===== config.mk =====
export PLATFORM = sky130hd
export DESIGN_NAME = pjd_top
export DESIGN_NICKNAME = d
export VERILOG_FILES = /design/src/rtl/pjd_pkg.sv /design/src/rtl/pjd_timer_if.sv /design/src/rtl/pjd_timer.sv /design/src/rtl/pjd_top.sv
export SDC_FILE = /design/constraint.sdc
export NUM_CORES = 1
export LEC_CHECK = 0
export BUFFER_PORTS_ARGS = -buffer_cell sky130_fd_sc_hd__buf_2
export CAP_MARGIN = 20
export CORE_UTILIZATION = 35
export DETAILED_ROUTE_END_ITERATION = 6
export PLACE_DENSITY = 0.65
export SLEW_MARGIN = 20
export SYNTH_ARGS = -nofsm -noshare
export SYNTH_HDL_FRONTEND = slang
export SYNTH_SLANG_ARGS = --single-unit

===== constraint.sdc =====
create_clock -name core_clk_i -period 4.5 [get_ports core_clk_i]
set_clock_uncertainty 0.05 [all_clocks]
set_input_delay 0.675 -clock core_clk_i [delete_from_list [all_inputs] [get_ports core_clk_i]]
set_output_delay 0.675 -clock core_clk_i [all_outputs]
set_load 0.005 [all_outputs]

===== src/rtl/pjd_pkg.sv =====
// Shared constants and types for the paper path jam detector.
package pjd_pkg;

  // ----------------------------------------------------------------
  // Timer slots
  // ----------------------------------------------------------------
  localparam int NUM_TIMERS = 14;
  localparam int T_T5_T3 = 0;
  localparam int T_T5_T4 = 1;
  localparam int T_T6_T3 = 2;
  localparam int T_T6_T5 = 3;
  localparam int T_T4_T3 = 4;
  localparam int T_T5_HOLD = 5;
  localparam int T_PICK_REG = 6;
  localparam int T_PICK_FEED = 7;
  localparam int T_T3_REG = 8;
  localparam int T_SWB_REG = 9;
  localparam int T_SWB_STALL = 10;
  localparam int T_DUP_FUS = 11;
  localparam int T_FUS_MAX = 12;
  localparam int T_FUS_MIN = 13;

  // ----------------------------------------------------------------
  // Sheet length limits in millimetres
  // ----------------------------------------------------------------
  localparam logic [11:0] UNIV_MAX_MM = 12'd470;
  localparam logic [11:0] OVERLEN_MM = 12'd40;

  // ----------------------------------------------------------------
  // Event code fields
  // ----------------------------------------------------------------
  localparam logic [7:0] JAM_CLASS = 8'h13;
  localparam logic [3:0] Z_DUPLEX = 4'hd;
  localparam logic [23:0] CODE_RESET = 24'h000000;

  typedef enum logic [3:0] {
    PJD_FM_PHOTO = 4'h0,
    PJD_FM_NORMAL_AUTO = 4'h1,
    PJD_FM_NORMAL_TYPED = 4'h2,
    PJD_FM_LIGHT = 4'h3,
    PJD_FM_HEAVY1 = 4'h4,
    PJD_FM_HEAVY2 = 4'h5,
    PJD_FM_HEAVY3 = 4'h6,
    PJD_FM_GLOSSY1 = 4'h7,
    PJD_FM_GLOSSY2 = 4'h8,
    PJD_FM_GLOSSY3 = 4'h9,
    PJD_FM_GLOSS_FILM = 4'ha,
    PJD_FM_TRANSPARENCY = 4'hb,
    PJD_FM_LABEL = 4'hc,
    PJD_FM_ENVELOPE = 4'hd,
    PJD_FM_ROUGH = 4'he
  } pjd_fuser_mode_e;

endpackage


===== src/rtl/pjd_timer_if.sv =====
// Start, stop and expiry signals between the detector and one sheet timer.
`timescale 1ns/1ps
interface pjd_timer_if #(parameter int CW = 24);
  logic start;
  logic stop;
  logic [CW-1:0] limit;
  logic running;
  logic expired;

  modport timer (input start, input stop, input limit, output running, output expired);
  modport ctrl (output start, output stop, output limit, input running, input expired);
endinterface


===== src/rtl/pjd_timer.sv =====
// One per-sheet timeout timer.
`timescale 1ns/1ps
module pjd_timer #(
  parameter int CW = 24
) (
  // Clock and reset
  input wire logic core_clk_i,
  input wire logic srst_i,
  // Control
  pjd_timer_if.timer tif
);

  logic [CW-1:0] cnt_reg;
  logic running_reg;
  logic expired_reg;

  // ----------------------------------------------------------------
  // Counting
  // ----------------------------------------------------------------
  // A limit of zero behaves as one cycle so a timer can never hang.
  always_ff @(posedge core_clk_i) begin
    if (srst_i) begin
      cnt_reg <= '0;
      running_reg <= 1'b0;
      expired_reg <= 1'b0;
    end else begin
      expired_reg <= 1'b0;
      if (tif.start) begin
        cnt_reg <= '0;
        running_reg <= 1'b1;
      end else if (tif.stop) begin
        running_reg <= 1'b0;
      end else if (running_reg) begin
        if (cnt_reg + CW'(1) >= tif.limit) begin
          running_reg <= 1'b0;
          expired_reg <= 1'b1;
        end else begin
          cnt_reg <= cnt_reg + CW'(1);
        end
      end
    end
  end

  assign tif.running = running_reg;
  assign tif.expired = expired_reg;
endmodule


===== src/rtl/pjd_top.sv =====
// Paper path jam detector: sheet timers, length check and event latch.
`timescale 1ns/1ps
module pjd_top #(
  parameter int CW = 24,
  parameter logic [11:0] LEDGER_LEN_MM = 12'd432
) (
  // Clock and reset
  input wire logic core_clk_i,
  input wire logic srst_i,
  // Paper sensors, high while paper is present
  input wire logic upper_tray_feed_sensor_i,
  input wire logic tray4_feed_sensor_i,
  input wire logic fifth_tray_feed_sensor_i,
  input wire logic sixth_tray_feed_sensor_i,
  input wire logic reg_sensor_i,
  input wire logic fuser_out_sensor_i,
  // Engine sequencer
  input wire logic pickup_start_i,
  input wire logic [3:0] pickup_tray_i,
  input wire logic duplex_i,
  input wire logic switchback_arrive_i,
  input wire logic switchback_reverse_i,
  input wire logic [3:0] fuser_mode_i,
  input wire logic len_valid_i,
  input wire logic [11:0] sheet_len_mm_i,
  input wire logic custom_len_en_i,
  input wire logic [11:0] custom_len_mm_i,
  // Limits in clock cycles, one per timer slot
  input wire logic [pjd_pkg::NUM_TIMERS-1:0][CW-1:0] limit_i,
  // Formatter side
  input wire logic event_ack_i,
  output logic event_valid_o,
  output logic [23:0] event_code_o,
  output logic event_overrun_o
);

  localparam int NT = pjd_pkg::NUM_TIMERS;
  localparam logic [23:0] CODE_ZERO = pjd_pkg::CODE_RESET;

  function automatic logic [23:0] jam_code(input logic [3:0] w, input logic [3:0] x,
                                           input logic [3:0] y, input logic [3:0] z);
    jam_code = {pjd_pkg::JAM_CLASS, w, x, y, z};
  endfunction

  // ----------------------------------------------------------------
  // Sensor edges and sheet context
  // ----------------------------------------------------------------
  logic [5:0] sens;
  logic [5:0] sens_prev_reg;
  logic [5:0] rise;
  logic [5:0] fall;
  logic [3:0] tray_reg;
  logic [3:0] fmode;

  assign sens = {fuser_out_sensor_i, reg_sensor_i, sixth_tray_feed_sensor_i,
                 fifth_tray_feed_sensor_i, tray4_feed_sensor_i, upper_tray_feed_sensor_i};
  assign rise = sens & ~sens_prev_reg;
  assign fall = ~sens & sens_prev_reg;
  assign fmode = fuser_mode_i;

  always_ff @(posedge core_clk_i) begin
    if (srst_i) begin
      sens_prev_reg <= 6'h00;
    end else begin
      sens_prev_reg <= sens;
    end
  end

  always_ff @(posedge core_clk_i) begin
    if (srst_i) begin
      tray_reg <= 4'h0;
    end else if (pickup_start_i) begin
      tray_reg <= pickup_tray_i;
    end
  end

  // ----------------------------------------------------------------
  // Timer starts and stops
  // ----------------------------------------------------------------
  logic [NT-1:0] t_start;
  logic [NT-1:0] t_stop;
  logic [NT-1:0] t_run;
  logic [NT-1:0] t_exp;
  logic up_tray;

  assign up_tray = (tray_reg >= 4'h3) && (tray_reg <= 4'h6);

  always_comb begin
    t_start = '0;
    t_stop = '0;
    t_start[pjd_pkg::T_T5_T3] = rise[2];
    t_stop[pjd_pkg::T_T5_T3] = rise[0];
    t_start[pjd_pkg::T_T5_T4] = rise[2];
    t_stop[pjd_pkg::T_T5_T4] = rise[1];
    t_start[pjd_pkg::T_T6_T3] = rise[3];
    t_stop[pjd_pkg::T_T6_T3] = rise[0];
    t_start[pjd_pkg::T_T6_T5] = rise[3];
    t_stop[pjd_pkg::T_T6_T5] = rise[2];
    t_start[pjd_pkg::T_T4_T3] = rise[1];
    t_stop[pjd_pkg::T_T4_T3] = rise[0];
    t_start[pjd_pkg::T_T5_HOLD] = rise[2];
    t_stop[pjd_pkg::T_T5_HOLD] = fall[2];
    t_start[pjd_pkg::T_PICK_REG] = pickup_start_i && (pickup_tray_i == 4'h1 ||
                                                      pickup_tray_i == 4'h2);
    t_stop[pjd_pkg::T_PICK_REG] = rise[4];
    t_start[pjd_pkg::T_PICK_FEED] = pickup_start_i && (pickup_tray_i == 4'h3 ||
                                                       pickup_tray_i == 4'h6);
    t_stop[pjd_pkg::T_PICK_FEED] = (tray_reg == 4'h6) ? rise[3] : rise[0];
    t_start[pjd_pkg::T_T3_REG] = rise[0] && up_tray && !duplex_i;
    t_stop[pjd_pkg::T_T3_REG] = rise[4];
    t_start[pjd_pkg::T_SWB_REG] = switchback_reverse_i;
    t_stop[pjd_pkg::T_SWB_REG] = rise[4];
    t_start[pjd_pkg::T_SWB_STALL] = switchback_arrive_i;
    t_stop[pjd_pkg::T_SWB_STALL] = switchback_reverse_i;
    t_start[pjd_pkg::T_DUP_FUS] = rise[4] && duplex_i;
    t_stop[pjd_pkg::T_DUP_FUS] = rise[5];
    t_start[pjd_pkg::T_FUS_MAX] = rise[5];
    t_stop[pjd_pkg::T_FUS_MAX] = fall[5];
    t_start[pjd_pkg::T_FUS_MIN] = rise[5];
    t_stop[pjd_pkg::T_FUS_MIN] = fall[5];
  end

  generate
    for (genvar i = 0; i < NT; i++) begin : g_tmr
      pjd_timer_if #(.CW(CW)) tif ();
      assign tif.start = t_start[i];
      assign tif.stop = t_stop[i];
      assign tif.limit = limit_i[i];
      assign t_run[i] = tif.running;
      assign t_exp[i] = tif.expired;
      pjd_timer #(.CW(CW)) u_tmr (
        .core_clk_i(core_clk_i),
        .srst_i(srst_i),
        .tif(tif)
      );
    end
  endgenerate

  // ----------------------------------------------------------------
  // Jam sources and their codes
  // ----------------------------------------------------------------
  logic wrap_hit;
  logic len_hit;
  logic [11:0] t1_base;
  logic [12:0] len_limit;
  logic [23:0] tcode [NT];

  assign wrap_hit = fall[5] && t_run[pjd_pkg::T_FUS_MIN];
  assign t1_base = (custom_len_en_i && custom_len_mm_i > pjd_pkg::UNIV_MAX_MM) ?
                   custom_len_mm_i : pjd_pkg::UNIV_MAX_MM;
  assign len_limit = (tray_reg == 4'h1) ? {1'b0, t1_base} + {1'b0, pjd_pkg::OVERLEN_MM} :
                     {1'b0, LEDGER_LEN_MM} + {1'b0, pjd_pkg::OVERLEN_MM};
  assign len_hit = len_valid_i && (tray_reg >= 4'h1) && (tray_reg <= 4'h6) &&
                   ({1'b0, sheet_len_mm_i} >= len_limit);

  always_comb begin
    tcode[pjd_pkg::T_T5_T3] = jam_code(4'ha, 4'h3, 4'hd, 4'h5);
    tcode[pjd_pkg::T_T5_T4] = jam_code(4'ha, 4'h4, 4'hd, 4'h5);
    tcode[pjd_pkg::T_T6_T3] = jam_code(4'ha, 4'h3, 4'hd, 4'h6);
    tcode[pjd_pkg::T_T6_T5] = jam_code(4'ha, 4'h5, 4'hd, 4'h6);
    tcode[pjd_pkg::T_T4_T3] = (tray_reg == 4'h5) ? jam_code(4'ha, 4'h5, 4'hd, 4'h5)
                                                 : jam_code(4'ha, 4'h3, 4'hd, 4'h4);
    tcode[pjd_pkg::T_T5_HOLD] = jam_code(4'ha, 4'h5, 4'ha, 4'h5);
    tcode[pjd_pkg::T_PICK_REG] = jam_code(4'hb, 4'h2, 4'hd, tray_reg);
    tcode[pjd_pkg::T_PICK_FEED] = jam_code(4'ha, tray_reg, 4'hd, tray_reg);
    tcode[pjd_pkg::T_T3_REG] = jam_code(4'hb, 4'h2, 4'hd, tray_reg);
    tcode[pjd_pkg::T_SWB_REG] = jam_code(4'hb, 4'h2, 4'hd, pjd_pkg::Z_DUPLEX);
    tcode[pjd_pkg::T_SWB_STALL] = jam_code(4'hb, 4'h2, 4'h9, tray_reg);
    tcode[pjd_pkg::T_DUP_FUS] = jam_code(4'hb, 4'h9, 4'hd, pjd_pkg::Z_DUPLEX);
    tcode[pjd_pkg::T_FUS_MAX] = jam_code(4'hb, 4'h9, 4'ha, fmode);
    tcode[pjd_pkg::T_FUS_MIN] = CODE_ZERO;
  end

  // Lowest slot wins; wrap and length checks come after the timers.
  logic hit;
  logic [23:0] hit_code;
  logic [NT-1:0] t_jam;

  assign t_jam = t_exp & ~(NT'(1) << pjd_pkg::T_FUS_MIN);

  always_comb begin
    hit = 1'b0;
    hit_code = CODE_ZERO;
    if (wrap_hit) begin
      hit = 1'b1;
      hit_code = jam_code(4'hb, 4'h9, 4'hc, fmode);
    end
    if (len_hit) begin
      hit = 1'b1;
      hit_code = jam_code(4'hb, 4'h2, 4'ha, tray_reg);
    end
    for (int i = NT - 1; i >= 0; i--) begin
      if (t_jam[i]) begin
        hit = 1'b1;
        hit_code = tcode[i];
      end
    end
  end

  // ----------------------------------------------------------------
  // Event latch
  // ----------------------------------------------------------------
  logic valid_reg;
  logic [23:0] code_reg;
  logic overrun_reg;

  // A new jam in the acknowledge cycle is loaded, so it is never lost.
  always_ff @(posedge core_clk_i) begin
    if (srst_i) begin
      valid_reg <= 1'b0;
      code_reg <= CODE_ZERO;
    end else if (hit && (!valid_reg || event_ack_i)) begin
      valid_reg <= 1'b1;
      code_reg <= hit_code;
    end else if (event_ack_i) begin
      valid_reg <= 1'b0;
    end
  end

  always_ff @(posedge core_clk_i) begin
    if (srst_i) begin
      overrun_reg <= 1'b0;
    end else if (hit && valid_reg && !event_ack_i) begin
      overrun_reg <= 1'b1;
    end else if (event_ack_i) begin
      overrun_reg <= 1'b0;
    end
  end

  assign event_valid_o = valid_reg;
  assign event_code_o = code_reg;
  assign event_overrun_o = overrun_reg;
endmodule


After elaboration in Yosys (flattened, before gate mapping)
Cells that the tools add are included.

$add $sub $neg: 15. $lt $le $gt $ge: 19. Eq/ne operators: 7. Multiplexer cells: 106. Bitwise operators: 40. Reductions and logical operators: 59.

Operator list (number): 24-bit by 1-bit adder with 24-bit output (second input constant) (14); 24-bit greater-or-equal comparator (14); 24-bit 2-to-1 mux (14); 1-bit 2-to-1 mux (88); 4-bit OR reduction (13); 3-bit AND reduction (14); 1-bit inverter (36); 21-bit 2-to-1 mux (1); 2-bit OR reduction (10); 1-bit logical AND (14); 12-bit by 6-bit adder with 13-bit output (second input constant) (1); 12-bit by 13-bit greater-or-equal comparator with 1-bit output (1); 13-bit 2-to-1 mux (1); 6-bit bitwise AND (2); 4-bit by 3-bit == test with 1-bit output (second input constant) (3); 12-bit by 9-bit greater-than comparator with 1-bit output (second input constant) (1); 12-bit 2-to-1 mux (1); 6-bit inverter (2); 11-bit 2-to-1 mux (1); 4-bit by 1-bit == test with 1-bit output (second input constant) (2); 4-bit by 2-bit == test with 1-bit output (second input constant) (2); 4-bit by 1-bit greater-or-equal comparator with 1-bit output (second input constant) (1); 4-bit by 2-bit greater-or-equal comparator with 1-bit output (second input constant) (1); 4-bit by 3-bit <= comparator with 1-bit output (second input constant) (1); other kinds (3) (8).

Bits in registers: 399. Input bits: 383. Output and inout bits: 26. Logic and storage cells: 292.

Longest topological paths before layout
Gate-level depths: netlist of the first run.

Depth after elaboration: 24. Depth in mapped cells: 23. Depth with buffers taken out: 22.

Cells and area by module
From an unflattened synthesis of the first run, not the netlist that was laid out.

Cells, all modules: 4165. Area, all modules: 32663.8 um^2.

Modules (own cells, without submodules): pjd_timer (times used 14, cells each 277, area each 2177.1 um^2, sequential area each 520.5 um^2); pjd_top (times used 1, cells each 287, area each 2184.6 um^2, sequential area each 500.5 um^2).

Worst setup path before layout of the first run
Ideal clock, no wire load.

Path type: register to register. Start point: register g_tmr[9].u_tmr.cnt_reg[0]. End point: register g_tmr[9].u_tmr.cnt_reg[11]. Library setup time: 0.071 ns. Data arrival time: 4.488 ns. Required time: 4.379 ns. Setup slack: -0.108 ns. Cell stages (with the launch flop): 18. Buffers on the path: 0. Clock period less this slack: 4.608 ns. Cell sequence: dfxtp_1 -> ha_1 -> and3_1 -> nand3_1 -> or4_1 -> nor2_1 -> nand3_1 -> or2_2 -> xnor2_1 -> ha_1 -> a2111oi_0 -> nand2_1 -> a31oi_1 -> nand3_1 -> a31oi_1 -> nor2_1 -> or4_1 -> a21oi_1.

Word-level cells in the longest chain between the ends: 4.

RTL lines: start, declared (line pjd_timer.sv:13) `logic [CW-1:0] cnt_reg;`; start signal, assigned (line pjd_timer.sv:38) `cnt_reg <= cnt_reg + CW'(1);`; 24-bit by 1-bit adder with 24-bit output * (line pjd_timer.sv:34, pjd_timer.sv:38); 24-bit greater-or-equal comparator (line pjd_timer.sv:34) `if (cnt_reg + CW'(1) >= tif.limit) begin`; 1-bit inverter (no source line); 3-bit AND reduction (no source line).

Mark *: on every way between the ends. The rest lies on a longest branch, timed or not. A chain may end at the register's enable or synchronous reset.

Worst setup path in the final report of the first run
Start point: register g_tmr[9].u_tmr.cnt_reg[1]. End point: register g_tmr[9].u_tmr.cnt_reg[16].

Same word-level chain as after synthesis.

==> run_results.csv, run 1 <==
group,metric,value,unit
outcome,outcome,"complete, no violations",
critical_path,worstPathArrival,4.79,ns
critical_path,r2r-start,"g_tmr[9].u_tmr.cnt_reg[1]$_SDFFE_PP0P_",
cells_and_area,final-instance-count-excl-fill,5506,
clock_tree,clockBufferDepth,3,
logic_synthesis,postSynthCellCount,3885,
routing,final_antenna_net_count,0,
critical_path,crit_required,4.96,ns
routing,viasPerCell,5.06,
timing,relSlewSlack,0.277,
global_routing,grt.total_usage,0.180,
critical_path,worst-r2r-cell-count,18,
critical_path,worstSetupStartpointType,"register",
power,ir_drop,186,µV
logic_synthesis,ys.flop_type,"dfxtp_1",
clock_tree,clk-insertion-delay-late,0.57,ns
min_path,worstHoldPathCells,2,
global_routing,grt_max_degree,47,
critical_path,worstSetupPathType,"register to register",
logic_synthesis,avgSynthCellArea,7.77,µm²
min_path,hold_path.startpoint,"event_ack_i",
logic_synthesis,yosysSeqAreaShare,0.257,
timing,setup_viol,0,
floorplanning,die_area,87400,µm²
cells_and_area,fill_cells,8806,
global_routing,gr-total-overflow,0,
timing,slew_viol_final,0,
placement,gp_congestion,0.912,
cells_and_area,final_cell_mix,"buf_2, dfxtp_1, inv_1",
cells_and_area,fin_nets,5076,
critical_path,reg2reg_slack,0.17,ns
cells_and_area,drive_above_1_share,0.159,
logic_synthesis,ys_seq_elements,388,
min_path,hold_path.class,"primary input to register",
power,pwr-share-clk,0.464,
global_routing,grt_pass1_vias,25900,
power,power_leakage,17.0,nW
logic_synthesis,synth_area,30200,µm²
critical_path,worstPathMaxFanout,8,
clock_tree,cts_buffers,49,
logic_synthesis,synth_warnings,0,
clock_tree,root_buffer,"clkbuf_16",
floorplanning,fp.dieH,296,µm
critical_path,endpoint_kind,"register",
timing,finalCriticalPeriod,4.33,ns
cells_and_area,syn2layout_area_growth,18.8,%
power,swShare,0.258,
clock_tree,clkSlewWorstSetupHoldPaths,0.06,ns
power,switchingPower,0.00213,W
placement,portBuffers,402,
floorplanning,core-area,85300,µm²
power,p_per_area,230,nW/µm²
flow_run,cap_violations,0,
floorplanning,start_util,0.354,
cells_and_area,final_common_cell,"buf_2",
placement,dp_cells,5414,
routing,drt-initial-drc-count,1316,
critical_path,r2r_end,"g_tmr[9].u_tmr.cnt_reg[16]$_SDFFE_PP0P_",
clock_tree,h-tree-depth,2,
timing,post-route-period-util,0.962,
cells_and_area,fin_util,0.421,
routing,vias,27900,
logic_synthesis,ys_types,77,
power,internal-power,0.00612,W
power,power_frac_comb,0.112,
floorplanning,rows,107,
timing,finalHoldViolCount,0,
routing,drt_pass1_iterations,5,
cells_and_area,regArea,7770,µm²
logic_synthesis,synth_edf_count,0,
global_routing,grt_pass1_wl,130,mm
cells_and_area,largest_register_ffs,336,
timing,rsz0062_at_grt,"true",
routing,wl,81.2,mm
routing,drc,0,
global_routing,antenna_found_initial,12,
placement,dp_hpwl,63.2,mm
clock_tree,postCtsHoldBufs,0,
clock_tree,cts_tree,"yes",
timing,tightest_slew,1.08,ns
clock_tree,clock-sinks,388,
power,seq_power_share,0.423,
floorplanning,die_w,296,µm
timing,fmaxAchievable,0.231,GHz
routing,wl_per_cell,14.7,µm
min_path,holdPathEnd,"event_overrun_o$_SDFFE_PP0P_",
floorplanning,io-pin-count,409,
cells_and_area,multi_input_area,20700,µm²
timing,setup_tns,0,ns
logic_synthesis,async_reset_ff_frac,0,
## metal layers
layer	wire [µm]	global-route usage	up-vias
met5	20	0	-
met4	2110	0.0541	4
met3	3960	0.0282	129
met2	36900	0.294	550
met1	38200	0.243	12800
li1	-	-	14400
## stage by stage
step                      setup WS (ns)  instance area [µm²]  total power (W)  hold WS, ns
after global placement           0.0245                34000          0.00446        0.393
after detailed placement        -0.0780                34000          0.00447        0.399
after CTS                        0.0386                35600          0.00839        0.187
after floorplan                 0.00223                30200          0.00406        0.373
after global routing            -0.0395                35900          0.00865        0.205
final                             0.172                35900          0.00825        0.227
## repair_timing
item,CTS,global route
endpoints found under the setup margin,9,201
gates cloned,0,1
buffers inserted,0,4
resized for setup,4,57
pin swaps,0,8
## cells in the mapped netlist, drive strengths merged (16+ instances only)
cell | count | share of area
and3 | 80 | 0.017
a21o | 51 | 0.013
nand2 | 296 | 0.037
or4 | 60 | 0.015
or2 | 27 | 0.0056
nor3 | 58 | 0.0098
a31o | 17 | 0.0049
a211oi | 42 | 0.011
nor2 | 358 | 0.045
nor4 | 20 | 0.0048
a21oi | 233 | 0.039
buf | 25 | 0.0054
o31ai | 33 | 0.0082
ha | 367 | 0.15
nand4 | 75 | 0.016
o21ai | 211 | 0.035
and2 | 30 | 0.0062
inv | 381 | 0.047
o211ai | 40 | 0.0099
dfxtp | 388 | 0.26
and4 | 16 | 0.0046
xnor2 | 199 | 0.058
or3 | 103 | 0.021
clkbuf | 113 | 0.014
o21a | 24 | 0.0060
nand3 | 170 | 0.028
xor2 | 284 | 0.082
nand2b | 34 | 0.0070
nor2b | 20 | 0.0041
## cell families after synthesis
| family | after synthesis | synth area share |
|---|---|---|
| adder cells (fa/ha/maj) | 367 | 0.152 |
| AND/OR/NAND/NOR | 1372 | 0.228 |
| flip-flops | 388 | 0.257 |
| AO/OA/AOI/OAI | 740 | 0.151 |
| multiplexers | 15 | 0.00501 |
| other | 1 | 0.000124 |
| XOR/XNOR | 483 | 0.140 |
| buffers and inverters | 519 | 0.0668 |
## cell type report
class	instances	share of cell area
clock inverters	9	0.00220
repair buffers	523	0.0837
well taps	1144	0.0399
multi-input cells	2983	0.577
inverters	381	0.0399
flip-flops and latches	388	0.216
diodes	4	0.000279
clock buffers	74	0.0407
## worst max-delay path by stage
stage	from	to	slack, ns	depth (start not counted)
2_1_floorplan	g_tmr[9].u_tmr.cnt_reg[0]$_SDFFE_PP0P_	g_tmr[9].u_tmr.cnt_reg[11]$_SDFFE_PP0P_	0.002	17
3_3_place_gp	custom_len_mm_i[11]	event_code_o[8]$_SDFFE_PP0P_	0.02	19
3_5_place_dp	g_tmr[9].u_tmr.cnt_reg[1]$_SDFFE_PP0P_	g_tmr[9].u_tmr.cnt_reg[16]$_SDFFE_PP0P_	-0.08	18
4_1_cts	g_tmr[9].u_tmr.cnt_reg[1]$_SDFFE_PP0P_	g_tmr[9].u_tmr.cnt_reg[16]$_SDFFE_PP0P_	0.04	18
5_1_grt	g_tmr[2].u_tmr.cnt_reg[6]$_SDFFE_PP0P_	g_tmr[2].u_tmr.cnt_reg[5]$_SDFFE_PP0P_	-0.04	17
6_report	g_tmr[9].u_tmr.cnt_reg[1]$_SDFFE_PP0P_	g_tmr[9].u_tmr.cnt_reg[16]$_SDFFE_PP0P_	0.17	18
## critical path: stages, from the launching register on
cell and delay, ns:
dfxtp_2 0.35, ha_1 0.19, and3_4 0.21, nand3_1 0.11
or4_4 0.59, nor2_4 0.15, nand3_1 0.11, or2_2 0.34
xnor2_1 0.13, ha_1 0.32, a2111oi_4 0.36, nand2_1 0.14
a31oi_4 0.19, nand3_2 0.11, a31oi_4 0.20, nor2_4 0.08
buf_4 0.16, or4_1 0.39, nand2_1 0.08
## power by group through the flow
stage                     logic [W]  clock network (W)  registers [W]
after floorplan            0.000499                  0        0.00356
after global placement     0.000896                  0        0.00357
after detailed placement   0.000907                  0        0.00357
after CTS                  0.000915            0.00399        0.00349
after global routing        0.00105            0.00411        0.00349
final                      0.000927            0.00383        0.00349
Note: power is estimated with default switching activity, not from simulation.
==> run 2, diff against run 1 <==
--- a/config.mk
+++ b/config.mk
@@ -7,6 +7,7 @@
 export LEC_CHECK = 0
 export BUFFER_PORTS_ARGS = -buffer_cell sky130_fd_sc_hd__buf_2
 export CAP_MARGIN = 20
+export CORE_ASPECT_RATIO = 1.25
 export CORE_UTILIZATION = 35
 export DETAILED_ROUTE_END_ITERATION = 6
 export PLACE_DENSITY = 0.65
==> run 2 against run 1 <==
  * Global-route usage up 0.46 points
  * Count of clock-buffer cells in the layout is 10 lower
  * Sequential power about the same
  * Worst hold slack gained 0.00080 ns
  * Cell count down 0.64%
  * Setup slack improved by 0.0018 ns
  * Critical path depth shrank 2
  * Critical path type unchanged
  * Critical endpoint is now g_tmr[2].u_tmr.cnt_reg[16]$_SDFFE_PP0P_
  * Largest cell class unchanged
==> run_results.csv, run 2 (synthesized netlist as in run 1, its figures left out) <==
group,metric,value,unit
outcome,outcome,"complete, no violations",
global_routing,antenna_found_initial,27,
timing,fmaxAchievable,0.231,GHz
timing,relSlewSlack,0.296,
floorplanning,die_w,265,µm
critical_path,crit_chain,"nand2_1, or4_4, or3_4, nor2_2, and3_1, nand3_1, xnor2_1, ha_1, a2111oi_2, nand2_1, a31oi_4, nand4_1, a31oi_4, nor2_4, or3_1, a21oi_1",
clock_tree,clock-sinks,388,
critical_path,slowest_delay,0.59,ns
placement,portBuffers,402,
timing,finalCriticalPeriod,4.33,ns
cells_and_area,drive_above_1_share,0.162,
critical_path,worstSetupPathType,"register to register",
critical_path,worstPathArrival,4.77,ns
routing,vias,28100,
cells_and_area,largest_register_ffs,336,
critical_path,worst-r2r-cell-count,16,
critical_path,crit_start,"g_tmr[2].u_tmr.cnt_reg[7]$_SDFFE_PP0P_",
placement,gp_congestion,0.908,
global_routing,grt_pass1_wl,133,mm
clock_tree,clkSlewWorstSetupHoldPaths,0.06,ns
power,finalPower,0.00869,W
min_path,holdPathEnd,"event_overrun_o$_SDFFE_PP0P_",
floorplanning,fp.dieH,330,µm
global_routing,grt_max_degree,50,
min_path,worstHoldPathCells,2,
critical_path,worstSetupStartpointType,"register",
min_path,hold_path.class,"primary input to register",
timing,post-route-period-util,0.961,
clock_tree,clk-insertion-delay-late,0.58,ns
routing,drt_pass1_iterations,6,
timing,finalHoldViolCount,0,
floorplanning,die_area,87500,µm²
cells_and_area,syn2layout_area_growth,19.2,%
cells_and_area,fin_nets,5077,
routing,wl_per_cell,15.3,µm
placement,dp_hpwl,65.0,mm
min_path,hold_path.startpoint,"event_ack_i",
routing,final_antenna_net_count,0,
critical_path,worstPathMaxFanout,19,
routing,drc,0,
clock_tree,h-tree-depth,2,
floorplanning,start_util,0.353,
cells_and_area,fin_util,0.421,
floorplanning,rows,120,
routing,wl,83.6,mm
critical_path,reg2reg_slack,0.17,ns
timing,tightest_slew,1.05,ns
timing,setup_viol,0,
timing,timing.hold.ws,0.228,ns
global_routing,grt.total_usage,0.185,
critical_path,r2r-start,"g_tmr[2].u_tmr.cnt_reg[7]$_SDFFE_PP0P_",
global_routing,grt_pass1_vias,26500,
critical_path,crit_required,4.94,ns
critical_path,endpoint_kind,"register",
critical_path,r2r_end,"g_tmr[2].u_tmr.cnt_reg[16]$_SDFFE_PP0P_",
timing,slew_viol_final,0,
global_routing,gr-total-overflow,0,
clock_tree,clockBufferDepth,3,
floorplanning,core-area,85600,µm²
power,ir_drop,243,µV
flow_run,cap_violations,0,
cells_and_area,final_common_cell,"buf_2",
clock_tree,cts_buffers,49,
power,power_leakage,17.1,nW
clock_tree,cts_tree,"yes",
cells_and_area,final_cell_mix,"buf_2, dfxtp_1, inv_1",
routing,viasPerCell,5.14,
clock_tree,postCtsHoldBufs,0,
clock_tree,root_buffer,"clkbuf_16",
cells_and_area,fill_cells,8706,
floorplanning,io-pin-count,409,
critical_path,cp_slowest_cell,"or4_4",
power,p_per_area,241,nW/µm²
routing,drt-initial-drc-count,1409,
[run 2: metrics by stage]
step	std cells	TNS, ns	area [µm²]	setup slack (ns)
detailed placement	5371	-1.12	34000	-0.140
CTS	5459	0	35700	0.00806
global route	5470	-0.0638	36000	-0.0222
global placement	5371	0	34000	0.0131
floorplan	3890	0	30200	0.00223
finish	5471	0	36000	0.174
[run 2: critical path, delay by kind of cell, from the launching register on]
| family | cells | cell delay [ns] |
|---|---|---|
| flops | 1 | 0.33 |
| compound gates | 4 | 0.97 |
| fa+ha+maj | 1 | 0.30 |
| simple gates | 10 | 2.42 |
| xor+xnor | 1 | 0.16 |
[run 2: how the worst max path moves through the flow]
stage,end,slack (ns),depth (start not counted)
3_3_place_gp,g_tmr[2].u_tmr.cnt_reg[16]$_SDFFE_PP0P_,0.01,16
6_report,g_tmr[2].u_tmr.cnt_reg[16]$_SDFFE_PP0P_,0.17,16
4_1_cts,g_tmr[2].u_tmr.cnt_reg[16]$_SDFFE_PP0P_,0.008,16
3_5_place_dp,g_tmr[2].u_tmr.cnt_reg[16]$_SDFFE_PP0P_,-0.14,16
5_1_grt,g_tmr[2].u_tmr.cnt_reg[22]$_SDFFE_PP0P_,-0.02,16
2_1_floorplan,g_tmr[9].u_tmr.cnt_reg[11]$_SDFFE_PP0P_,0.002,17
[run 2: layout make-up]
type,count,area [µm²],area share
clock inverter,24,363,0.0101
clock buffer,64,1360,0.0379
timing repair buffer,524,2980,0.0827
tap,1098,1370,0.0382
inverter,381,1430,0.0397
sequential,388,7770,0.216
antenna,9,22.5,0.000626
multi-input combinational,2983,20700,0.575
[run 2: power breakdown]
group | total, W | switching (W) | internal, W | leakage [nW]
registers | 0.00349 | 0.0000285 | 0.00347 | 3.13
logic | 0.000913 | 0.000540 | 0.000373 | 13.1
clock network | 0.00428 | 0.00164 | 0.00264 | 0.853
total | 0.00869 | 0.00221 | 0.00648 | 17.1
[run 2: layer usage]
| layer | part of all wire | track usage |
|---|---|---|
| met2 | 0.48 | 0.322 |
| met3 | 0.051 | 0.0349 |
| met5 | 0.0012 | 0 |
| met1 | 0.44 | 0.228 |
| met4 | 0.031 | 0.0614 |
[run 2: repair_timing]
item                       CTS  global route
resized for setup            8            48
pin swaps                    0             6
gates cloned                 0             1
buffers inserted             0             2
setup endpoints to repair   12           167
